===== src/include/ifb_pkg.sv =====
// Package for the interrupt flag and enable bank: register map, bit layouts and types.
`default_nettype none
package ifb_pkg;

   // ------------------------------------------------------------------
   // Register byte offsets on the APB side.
   // ------------------------------------------------------------------
   localparam logic [11:0] OFS_FLAGS_0   = 12'h000;
   localparam logic [11:0] OFS_FLAGS_1   = 12'h004;
   localparam logic [11:0] OFS_FLAGS_4   = 12'h008;
   localparam logic [11:0] OFS_ENABLES_0 = 12'h00c;
   localparam logic [11:0] OFS_ENABLES_1 = 12'h010;
   localparam logic [11:0] OFS_ENABLES_4 = 12'h014;
   localparam logic [11:0] OFS_IRQ_STAT  = 12'h018;
   localparam logic [11:0] OFS_IRQ_CLR   = 12'h01c;
   localparam logic [11:0] OFS_IRQ_EN    = 12'h020;

   // ------------------------------------------------------------------
   // Masks of implemented bits; all other positions read zero.
   // ------------------------------------------------------------------
   localparam logic [15:0] MASK_BANK_0 = 16'h3fef;
   localparam logic [15:0] MASK_BANK_1 = 16'h20db;
   localparam logic [15:0] MASK_BANK_4 = 16'h0002;
   localparam logic [15:0] REG_RESET   = 16'h0000;
   localparam int          REG_W       = 16;
   localparam int          BANKS       = 3;

   // Block status bits: bit 0 set when the first enabled request becomes pending.
   localparam logic [1:0]  STAT_MASK       = 2'h3;
   localparam int          STAT_NEW_REQ    = 0;
   localparam int          STAT_BAD_ACCESS = 1;

   // Named positions of the first bank.
   localparam int ADC_DONE_BIT = 13;
   localparam int EXT_PIN_ZERO_BIT = 0;
   // Named position in the third bank.
   localparam int SERIAL_ERROR_BIT = 1;

   typedef struct packed {
      logic [REG_W-1:0] bank0;
      logic [REG_W-1:0] bank1;
      logic [REG_W-1:0] bank4;
   } ifb_vec_t;

   typedef enum logic [1:0] {
      IFB_IDLE   = 2'b00,
      IFB_ACCESS = 2'b01
   } ifb_state_t;

endpackage
`default_nettype wire


===== src/logic/ifb_bank.sv =====
// One flag register paired with its enable register and request gating.
`default_nettype none
module ifb_bank
   import ifb_pkg::*;
#(
   parameter logic [15:0] MASK = 16'h0000
) (
   input  wire  logic             pclk,
   input  wire  logic             presetn,
   input  wire  logic             clk_en,
   input  wire  logic [REG_W-1:0] src_req,
   input  wire  logic             flag_we,
   input  wire  logic             en_we,
   input  wire  logic [REG_W-1:0] wdata,
   output var   logic [REG_W-1:0] flags,
   output var   logic [REG_W-1:0] enables,
   output var   logic [REG_W-1:0] pending
);

   logic [REG_W-1:0] next_flags;
   logic [REG_W-1:0] next_enables;
   logic [REG_W-1:0] next_pending;

   // Software write first, then a source request ORs in so a set beats a clear.
   always_comb begin
      next_flags   = flags;
      next_enables = enables;
      if (flag_we) begin
         next_flags = wdata & MASK;
      end
      next_flags = (next_flags | src_req) & MASK;
      if (en_we) begin
         next_enables = wdata & MASK;
      end
      next_pending = next_flags & next_enables;
   end

   // Registers; reset clears everything so nothing pends after power-on.
   always_ff @(posedge pclk or negedge presetn) begin
      if (!presetn) begin
         flags   <= REG_RESET;
         enables <= REG_RESET;
         pending <= REG_RESET;
      end else if (clk_en) begin
         flags   <= next_flags;
         enables <= next_enables;
         pending <= next_pending;
      end
   end

endmodule
`default_nettype wire


===== src/logic/ifb_top.sv =====
// Interrupt flag and enable bank with APB register access and summary interrupt.
//
// Implementation choices: the register addresses and the APB interface to the registers.
`default_nettype none
module ifb_top
   import ifb_pkg::*;
(
   input  wire  logic        pclk,
   input  wire  logic        presetn,
   input  wire  logic        clk_en,
   input  wire  logic        psel,
   input  wire  logic        penable,
   input  wire  logic        pwrite,
   input  wire  logic [11:0] paddr,
   input  wire  logic [31:0] pwdata,
   input  wire  logic [3:0]  pstrb,
   input  wire  ifb_vec_t    src_req,
   output var   logic [31:0] prdata,
   output var   logic        pready,
   output var   logic        pslverr,
   output var   ifb_vec_t    req_out,
   output var   logic        irq
);

   // ------------------------------------------------------------------
   // Bus slave state.
   // ------------------------------------------------------------------
   // The slave answers every transfer after exactly one wait state. The
   // request is taken at the first access edge, while ready is still low,
   // and ready, read data and the error flag are then registered together.
   // Ready and the error flag stand for a single cycle; read data holds until
   // the next transfer. A master that holds its request until it sees ready
   // high therefore needs no knowledge of the wait state count.
   // Back to back transfers are accepted, since idle follows ready at once.
   // Holding the clock enable low stalls the handshake with the rest.
   ifb_state_t       state;
   ifb_state_t       next_state;
   logic [31:0]      next_prdata;
   logic             next_pready;
   logic             next_pslverr;
   // Block status and its enable, two bits each.
   logic [1:0]       stat;
   logic [1:0]       next_stat;
   logic [1:0]       stat_en;
   logic [1:0]       next_stat_en;
   logic             next_irq;

   // Register images of the three banks, gathered into the shared carrier so
   // that the read mux and the summary logic see one coherent word.
   ifb_vec_t         flags;
   ifb_vec_t         enables;
   ifb_vec_t         pending;
   logic [BANKS-1:0] flag_we;
   logic [BANKS-1:0] en_we;
   logic [15:0]      wdata16;

   // Returns a 16-bit value widened into the low half of a bus word.
   // The upper half always reads zero since no register is wider than that.
   function automatic logic [31:0] widen(input logic [15:0] v);
      widen = {16'h0000, v};
   endfunction

   // A write is taken only in the access cycle and only while ready is low,
   // so each transfer commits exactly once, at its first access edge, one cycle before it completes.
   // The clock enable is part of the condition, so a frozen edge commits nothing.
   logic take;
   assign take    = psel && penable && !pready && clk_en;
   assign wdata16 = pwdata[15:0];

   // ------------------------------------------------------------------
   // Write decode into the banks.
   // ------------------------------------------------------------------
   // Only the low strobe pair matters because every register is sixteen bits
   // wide and lives in the low half of its word. A write that names none of
   // the bank offsets falls through untouched here; the status and clear
   // offsets are handled next to the handshake, where the status bits live.
   // A bank write with both low strobes clear is dropped as a whole; status and clear writes ignore the strobes.
   always_comb begin
      // Nothing loads unless a decoded bank write is being taken.
      flag_we = '0;
      en_we   = '0;
      if (take && pwrite && (pstrb[1:0] != 2'b00)) begin
         if (paddr == OFS_FLAGS_0) begin
            flag_we[0] = 1'b1;
         end else if (paddr == OFS_FLAGS_1) begin
            flag_we[1] = 1'b1;
         end else if (paddr == OFS_FLAGS_4) begin
            flag_we[2] = 1'b1;
         end else if (paddr == OFS_ENABLES_0) begin
            en_we[0] = 1'b1;
         end else if (paddr == OFS_ENABLES_1) begin
            en_we[1] = 1'b1;
         end else if (paddr == OFS_ENABLES_4) begin
            en_we[2] = 1'b1;
         end
      end
   end

   // ------------------------------------------------------------------
   // The three flag and enable banks.
   // ------------------------------------------------------------------
   // Each bank carries its own mask of implemented positions, so a bit that
   // does not exist can neither be written nor set by a stray source line.
   // The banks share the write data; only the address decode selects which one loads.
   // A source request in the same edge as a software clear keeps its flag.
   // First bank: thirteen sources, position four left empty.
   ifb_bank #(.MASK(MASK_BANK_0)) u_bank0 (
      .pclk    (pclk),
      .presetn (presetn),
      .clk_en  (clk_en),
      .src_req (src_req.bank0),
      .flag_we (flag_we[0]),
      .en_we   (en_we[0]),
      .wdata   (wdata16),
      .flags   (flags.bank0),
      .enables (enables.bank0),
      .pending (pending.bank0)
   );

   // Second bank: pin two, captures seven and eight, pin one, change
   // notification and both bus event sources.
   ifb_bank #(.MASK(MASK_BANK_1)) u_bank1 (
      .pclk    (pclk),
      .presetn (presetn),
      .clk_en  (clk_en),
      .src_req (src_req.bank1),
      .flag_we (flag_we[1]),
      .en_we   (en_we[1]),
      .wdata   (wdata16),
      .flags   (flags.bank1),
      .enables (enables.bank1),
      .pending (pending.bank1)
   );

   // Bank four: only the serial error position exists.
   ifb_bank #(.MASK(MASK_BANK_4)) u_bank4 (
      .pclk    (pclk),
      .presetn (presetn),
      .clk_en  (clk_en),
      .src_req (src_req.bank4),
      .flag_we (flag_we[2]),
      .en_we   (en_we[2]),
      .wdata   (wdata16),
      .flags   (flags.bank4),
      .enables (enables.bank4),
      .pending (pending.bank4)
   );

   // Gated requests go onward straight from the bank flip-flops.
   // Priority resolution sits outside this block; the gated word changes on
   // the same edge as the flag itself, so no extra delay is added here.
   assign req_out = pending;

   // ------------------------------------------------------------------
   // Read mux, status events and handshake.
   // ------------------------------------------------------------------
   // Limitation: the block assumes a single master and does not check that
   // the address stays constant during the access phase. A master that
   // changes the address between the two access edges reads the register
   // named at the taking edge and receives the error response for that
   // offset as well.

   // The summary edge detector watches the gated word as a whole. It sets the
   // new request status bit once when the first enabled request appears, not
   // again for requests that join while one is already pending, so software
   // must read the banks to learn which sources are waiting.
   logic any_pend;
   logic any_pend_d;
   logic next_any_pend_d;
   logic bad_addr;

   // Any enabled request anywhere in the three banks.
   assign any_pend = |{pending.bank0, pending.bank1, pending.bank4};

   // Unmapped offsets answer with an error and zero data.
   // The error status bit records the event so that a driver polling the
   // status register can notice a stray access after the fact.
   always_comb begin
      bad_addr = 1'b1;
      if ((paddr == OFS_FLAGS_0) || (paddr == OFS_FLAGS_1) || (paddr == OFS_FLAGS_4)) begin
         bad_addr = 1'b0;
      end else if ((paddr == OFS_ENABLES_0) || (paddr == OFS_ENABLES_1)) begin
         bad_addr = 1'b0;
      end else if ((paddr == OFS_ENABLES_4) || (paddr == OFS_IRQ_STAT)) begin
         bad_addr = 1'b0;
      end else if ((paddr == OFS_IRQ_CLR) || (paddr == OFS_IRQ_EN)) begin
         bad_addr = 1'b0;
      end
   end

   // Reads capture the register image at the taking edge, so a flag set in
   // that same edge shows up only on the next read. That is the price of a
   // registered read path.
   // One wait state: ready rises one cycle after the access phase begins,
   // which keeps the read mux off the critical path.
   always_comb begin
      next_state      = state;
      next_prdata     = prdata;
      next_pready     = 1'b0;
      next_pslverr    = 1'b0;
      next_stat       = stat;
      next_stat_en    = stat_en;
      next_any_pend_d = any_pend;
      // Every output has a default above, so the case only lists changes.
      case (state)
         IFB_IDLE: begin
            // Only a taking edge starts work; everything else waits here.
            if (take) begin
               next_state   = IFB_ACCESS;
               next_pready  = 1'b1;
               next_pslverr = bad_addr;
               // Clear the read word first so unmapped reads return zero.
               next_prdata  = 32'h0000_0000;
               // Reads pick one image; offsets without a readable register,
               // the clear register among them, return zero.
               if (!pwrite) begin
                  if (paddr == OFS_FLAGS_0) begin
                     next_prdata = widen(flags.bank0);
                  end else if (paddr == OFS_FLAGS_1) begin
                     next_prdata = widen(flags.bank1);
                  end else if (paddr == OFS_FLAGS_4) begin
                     next_prdata = widen(flags.bank4);
                  end else if (paddr == OFS_ENABLES_0) begin
                     next_prdata = widen(enables.bank0);
                  end else if (paddr == OFS_ENABLES_1) begin
                     next_prdata = widen(enables.bank1);
                  end else if (paddr == OFS_ENABLES_4) begin
                     next_prdata = widen(enables.bank4);
                  end else if (paddr == OFS_IRQ_STAT) begin
                     next_prdata = {30'h0000_0000, stat};
                  end else if (paddr == OFS_IRQ_EN) begin
                     next_prdata = {30'h0000_0000, stat_en};
                  end
               end else if (paddr == OFS_IRQ_CLR) begin
                  next_stat = stat & ~pwdata[1:0];
               end else if (paddr == OFS_IRQ_EN) begin
                  next_stat_en = pwdata[1:0] & STAT_MASK;
               end
               // A stray access is flagged whether it was a read or a write.
               if (bad_addr) begin
                  next_stat[STAT_BAD_ACCESS] = 1'b1;
               end
            end
         end
         IFB_ACCESS: begin
            // Ready is high in this cycle; the master releases its request
            // at the edge that ends it, so the slave simply returns to idle.
            next_state = IFB_IDLE;
         end
         default: begin
            // Unused codes recover to idle rather than lock the bus.
            next_state = IFB_IDLE;
         end
      endcase
      // Event sets are applied last so they win over a same-cycle clear.
      // The detector uses the registered gated word, which changes on the same edge as the flags.
      if (any_pend && !any_pend_d) begin
         next_stat[STAT_NEW_REQ] = 1'b1;
      end
      // The interrupt follows the next status so it rises with the bit.
      next_irq = |(next_stat & next_stat_en);
   end

   // Registers for the handshake, read data and summary interrupt. The
   // asynchronous reset loads constants only, and a low clock enable holds
   // every one of them, including a half finished handshake, so a stalled
   // transfer resumes exactly where it stopped. The interrupt output comes
   // straight from a flip-flop, which keeps glitches off the line.
   always_ff @(posedge pclk or negedge presetn) begin
      if (!presetn) begin
         state      <= IFB_IDLE;
         prdata     <= 32'h0000_0000;
         pready     <= 1'b0;
         pslverr    <= 1'b0;
         stat       <= 2'h0;
         stat_en    <= 2'h0;
         any_pend_d <= 1'b0;
         irq        <= 1'b0;
      end else if (clk_en) begin
         state      <= next_state;
         prdata     <= next_prdata;
         pready     <= next_pready;
         pslverr    <= next_pslverr;
         stat       <= next_stat;
         stat_en    <= next_stat_en;
         any_pend_d <= next_any_pend_d;
         irq        <= next_irq;
      end
   end

endmodule
`default_nettype wire


===== config.mk =====
export PLATFORM = sky130hd
export DESIGN_NAME = ifb_top
export DESIGN_NICKNAME = d
export VERILOG_FILES = /design/src/include/ifb_pkg.sv /design/src/logic/ifb_bank.sv /design/src/logic/ifb_top.sv
export SDC_FILE = /design/constraint.sdc
export NUM_CORES = 1
export LEC_CHECK = 0
export BUFFER_PORTS_ARGS = -buffer_cell sky130_fd_sc_hd__clkbuf_2
export CORE_ASPECT_RATIO = 2
export CORE_UTILIZATION = 35
export CTS_CLUSTER_SIZE = 12
export DETAILED_ROUTE_END_ITERATION = 16
export HOLD_SLACK_MARGIN = 0.05
export PLACE_DENSITY_LB_ADDON = 0.25
export SETUP_SLACK_MARGIN = 0.5
export SLEW_MARGIN = 20
export SYNTH_ARGS = -nofsm -noshare
export SYNTH_HDL_FRONTEND = slang
export SYNTH_SLANG_ARGS = --single-unit

===== constraint.sdc =====
create_clock -name pclk -period 3.3 [get_ports pclk]
set_input_delay 0.33 -clock pclk [delete_from_list [all_inputs] [get_ports pclk]]
set_output_delay 0.33 -clock pclk [all_outputs]
set_load 0.1 [all_outputs]

# Word level (Yosys, flattened, before mapping)
# Index checks and enable logic that the tools add are counted.
word_totals:
  wordCells: 106
  register_bits: 159
  out_inout_bits: 83
  inputBits: 102
op_classes:
  n_reduce_logical: 20
  muxes: 51
  bitwise: 9
  eq_ne: 9
op_table:
  columns: ["operator", "n"]
  rows:
  - ["$mux W16", 10]
  - ["$eq A12 B5 Y1 const B", 4]
  - ["$reduce_or A48 Y1", 1]
  - ["$and A14 B16 Y16", 2]
  - ["$mux W2", 16]
  - ["$mux W14", 2]
  - ["$or A14 B14 Y14", 2]
  - ["$eq A12 B4 Y1 const B", 2]
  - ["$mux W1", 18]
  - ["$and A2 B16 Y16", 1]
  - ["$mux W3", 5]
  - ["$eq A12 B3 Y1 const B", 1]
  - ["$eq A12 B6 Y1 const B", 1]
  - ["$logic_not A12 Y1", 1]
  - ["$logic_and A1 B1 Y1", 6]
  - ["$logic_or A1 B1 Y1", 5]
  - ["$and A2 B2 Y2", 2]
  - ["$reduce_and A3 Y1", 1]
  - ["$logic_not A1 Y1", 2]
  - ["$logic_not A2 Y1", 1]
  - ["$ne A2 B2 Y1 const B", 1]
  - ["$not A2 Y2", 1]
  - ["$or A2 B2 Y2", 1]
  - ["$reduce_and A2 Y1", 1]
  - ["2 further kinds", 2]

# Logic depth before layout (Yosys ltp)
logic_depth:
  word_depth: 12
  mapped_depth: 8
  mapped_depth_nobuf: 6

# By module
# From an unflattened synthesis, not the netlist that was laid out.
hier_totals:
  hier_cells: 674
  area_unflattened_um2: 6060.8
modules_own_cells:
  columns: ["module", "cells_per_inst", "area_each_um2", "n_inst", "seq_area_each_um2"]
  rows:
  - ["ifb_top", 320, 2348.5, 1, 625.6]
  - ["ifb_bank at u_bank0", 177, 1975.6, 1, 975.9]
  - ["ifb_bank at u_bank1", 118, 1248.7, 1, 525.5]
  - ["ifb_bank at u_bank4", 59, 488.0, 1, 75.1]

# Worst setup path after synthesis
# No wires, ideal clock.
synth_timing:
  path_kind: "flip-flop to flip-flop"
  from: "register pready"
  to: "register irq"
  path_stages_with_launch: 8
  path_buffers: 1
  synth_period_minus_slack_ns: 2.636
  setup_slack_ns: 0.664
  setup_time_ns: 0.121
  required_time_ns: 3.179
  arrival_time_ns: 2.514
  path_cell_list: "dfrtp_1 -> nand4b_1 -> or2_2 -> buf_2 -> nor4b_2 -> mux2_2 -> o21a_1 -> o22a_1"
synth_via:
  elab_chain_cells: 8
  word_cells_on_any_way: 10
  cone_classes: "mux (5); bitwise (1); reduce/logical (4)"
synth_lines:
  columns: ["element", "line_no", "rtl"]
  rows:
  - ["start, declared", "ifb_top.sv:19", "output var logic pready,"]
  - ["start signal, assigned", "ifb_top.sv:282", "pready <= next_pready;"]
  - ["$logic_not A1 Y1 (*)", "ifb_top.sv:67", "assign take = psel && penable && !pready && clk_en;"]
  - ["$logic_and A1 B1 Y1 (*) (2 in a row)", "ifb_top.sv:67", null]
  - ["$mux W2", "ifb_top.sv:208", "if (take) begin"]
  - ["$mux W2", "ifb_top.sv:205", "case (state)"]
  - ["$mux W1", "ifb_top.sv:257", "if (any_pend && !any_pend_d) begin"]
  - ["$and A2 B2 Y2 (*)", "ifb_top.sv:261", "next_irq = |(next_stat & next_stat_en);"]
  - ["$reduce_or A2 Y1 (*)", "ifb_top.sv:261", null]
  - ["end signal, assigned", "ifb_top.sv:287", "irq <= next_irq;"]
  - ["end, declared", "ifb_top.sv:22", "output var logic irq"]
# Mark *: on every way between the ends. The rest lies on a longest branch, timed or not.
# A chain may end at the register's enable or synchronous reset.

# Final worst setup path
# Same ends and word-level chain as after synthesis.

==> flow_metrics.env <==
export IMPL_grt_setup_unrepaired="false"
export IMPL_critical_path_top_delay_family="simple AND/OR/NAND/NOR gates"
export IMPL_cts_root_buf="sky130_fd_sc_hd__clkbuf_16"
export IMPL_detailedRoute_firstIterationViolations=181
export IMPL_post_cts_setup_buffer_count=0
export IMPL_path_class="reg -> reg"
export IMPL_mostFrequentLayoutCell="sky130_fd_sc_hd__clkbuf_2"
export IMPL_vdd_ir_drop_max_v=0.000272
export IMPL_tritoncts_num_sinks=86
export IMPL_grt_pass1_wl_mm=19.8
export IMPL_tightestPinTransition_ns=0.769
export IMPL_dp_final_hpwl_mm=9.54
export IMPL_die_x_um=82.0
export IMPL_dr_total_vias=3714
export IMPL_yosys_area_share_adder_pct=0
export IMPL_placement_setup_worst_slack_ns=0.742
export IMPL_grt_max_degree=67
export IMPL_p_leak_nw=2.44
export IMPL_detail_route_wl_per_cell_um=17.6
export IMPL_power_per_cell_area_mw_per_mm2=506
export IMPL_bufs_and_invs_on_worst_path=0
export IMPL_yosys_warnings=0
export IMPL_synth_compound_area_share_pct=12.2
export IMPL_finalNetCount=668
export IMPL_io_buffers=92
export IMPL_hold_path_class="in -> async"
export IMPL_dr_pass1_iters=4
export IMPL_slew_viol_final=0
export IMPL_net_sw_share_pct=36.8
export IMPL_floorplan_core_area_mm2=0.0126
export IMPL_clock_latency_reported_for_the_late_side_of_the_worst_skew_pair_ns=0.34
export IMPL_die_height_um=162
export IMPL_cp_depth=6
export IMPL_combinationalPowerShare_pct=22.2
export IMPL_reg2reg_from="pready"
export IMPL_run_status="completed"
export IMPL_synth_seq_area_share_pct=48.1
export IMPL_synth_ff_type="sky130_fd_sc_hd__dfrtp_1"
export IMPL_max_clock_freq_ghz=0.413
export IMPL_final_hold_violation_count=0
export IMPL_via_per_inst=5.15
export IMPL_antenna_found_initial=0
export IMPL_cts_hold_fix_buffers=0
export IMPL_clock_path_buffers=2
export IMPL_dieArea_mm2=0.0133
export IMPL_i_o_pin_cnt=185
export IMPL_internal_power_mw=1.67
export IMPL_ant_nets=0
export IMPL_worst_endpoint_required_ns=3.53
export IMPL_setup_worst_path_end_class="flip-flop"
export IMPL_synth_async_sr_flop_share_pct=100
export IMPL_layout_common_cells="sky130_fd_sc_hd__clkbuf_2 (91), sky130_fd_sc_hd__dfrtp_1 (86), sky130_fd_sc_hd__nor2_1 (72)"
export IMPL_share_of_post_route_cells_with_drive_strength_above_1_pct=27.0
export IMPL_syn_instance_count=473
export IMPL_share_clk_of_total_power_pct=36.1
export IMPL_timing_final_crit_period_ns=2.42
export IMPL_filler_cell_count=1270
export IMPL_timing_final_crit_share_pct=73.4
export IMPL_cts_htree_levels=3
export IMPL_areaGrowthSynthToFinish_pct=16.8
export IMPL_place_congestion=0.859
export IMPL_setup_viol=0
export IMPL_floorplan_initialDensity_pct=35.6
export IMPL_timing_critical_path_from_type="flip-flop"
export IMPL_crit_path_cell_trace="nand4b_1, or2_2, nor4b_2, mux2_2, a21boi_0, o22a_1"
export IMPL_critPathArrivalTime_ns=2.66
export IMPL_track_usage_pct=20.6
export IMPL_clock_skew_final_ns=0.0103
export IMPL_cts_resized=0
export IMPL_synth_area_per_cell_um2=9.46
export IMPL_worst_setup_path_end="irq"
export IMPL_setup_ws_ns=0.876
export IMPL_worst_path_slowest_cell="sky130_fd_sc_hd__or2_2"
export IMPL_cts_clk_slew_worst_paths_ns=0.07
export IMPL_worst_path_max_fanout=17
export IMPL_relSlewSlack_pct=48.2
export IMPL_setup_tns_final_ns=0
export IMPL_share_seq_of_total_power_pct=41.8
export IMPL_dominant_combinational_cell_family_by_area_after_synthesis="simple AND/OR/NAND/NOR gates"
export IMPL_num_rows=58
export IMPL_timing_max_cap_violations=0
export IMPL_critical_path_reg2reg_endpoint="irq"
export IMPL_first_global_vias=3742
export IMPL_finalWirelength_mm=12.7
export IMPL_synth_edff_count=0
export IMPL_residual_drc=0
export IMPL_yosys_cell_types_count=51
export IMPL_hold_worst_slack_ns=0.0395
export IMPL_layout_core_utilization_pct=41.6
export IMPL_switchingPower_mw=0.972
export IMPL_worst_r2r_path_depth=6
export IMPL_yosys_area_share_xor_xnor_pct=0
export IMPL_synth_area_mux_share_pct=8.81
export IMPL_tritoncts="done"
export IMPL_max_stage_delay_ns=0.55
export IMPL_antennaDiodeCount=0
export IMPL_setup_reg_to_reg_worst_slack_ns=0.88
export IMPL_globalRouteOverflowTotal=0
export IMPL_critical_path_startpoint="pready"
export IMPL_tritoncts_num_buffers=9
export IMPL_yosys_area_share_simple_pct=20.0
export IMPL_mappedNetlistArea_mm2=0.00448
export IMPL_postSynthRegisterBits=86
-- registers in the layout (all words and copies together), names as in the netlist, 2 cells and up --
register and flops:
prdata 14, u_bank0.enables 13, u_bank0.flags 13, u_bank0.pending 13, u_bank1.enables 7, u_bank1.flags 7
u_bank1.pending 7, stat 2, stat_en 2
-- cells in the mapped netlist (all sizes together), types with 4 or more instances --
cell	number	area [um^2]
nor4	6	52.6
a22oi	10	75.1
a211oi	8	60.1
buf	51	373
mux2i	9	90.1
nor2b	4	25.0
mux2	27	304
a21oi	6	30.0
a311oi	13	114
nand3	4	20.0
nor3	22	110
dfrtp	86	2150
nor2	74	302
o31ai	4	30.0
nand2	63	239
o21ai	20	100
inv	12	45.0
clkbuf	16	60.1
-- kinds of logic after synthesis --
logic type,count (synthesis)
mux,36
flops,86
simple gates,192
compound gates,78
buf+inv,80
other cells,1
-- per-layer routing --
layer	share of wire [%]	track usage, %	up-vias
met4	4.2	10.9	0
met2	54	35.9	130
li1	-	-	1739
met5	0	0	-
met3	3.8	3.76	28
met1	38	22.9	1817
-- power groups by stage --
| stage | clock network (mW) | logic [mW] | registers (mW) |
|---|---|---|---|
| floorplan | 0 | 0.340 | 1.28 |
| global placement | 0 | 0.585 | 1.12 |
| detailed placement | 0 | 0.587 | 1.13 |
| CTS | 0.972 | 0.589 | 1.11 |
| global route | 1.01 | 0.612 | 1.11 |
| finish | 0.954 | 0.586 | 1.10 |
-- worst min path at each step --
stage | depth (start not counted) | endpoint | from
floorplan | 0 | any_pend_d | presetn
global placement | 1 | pready | presetn
detailed placement | 1 | pready | presetn
CTS | 1 | u_bank4.pending[1] | presetn
global route | 1 | pready | presetn
finish | 1 | pready | presetn
-- area by class of cell --
class / instances / area [um^2] / area share (%)
Tap cell: 150 / 188 / 3.59
Timing Repair Buffer: 105 / 561 / 10.7
Multi-Input combinational cell: 351 / 2010 / 38.4
Clock inverter: 6 / 43.8 / 0.838
Inverter: 13 / 48.8 / 0.933
Sequential cell: 86 / 2150 / 41.2
Clock buffer: 10 / 229 / 4.38
-- stage by stage --
stage          std cells  total power [mW]  area [um^2]
3_5_place_dp         705              1.71         4960
3_3_place_gp         705              1.71         4960
6_report             721              2.64         5230
4_1_cts              721              2.67         5230
2_1_floorplan        517              1.62         4640
5_1_grt              721              2.73         5230
(Power assumes the default switching activity.)
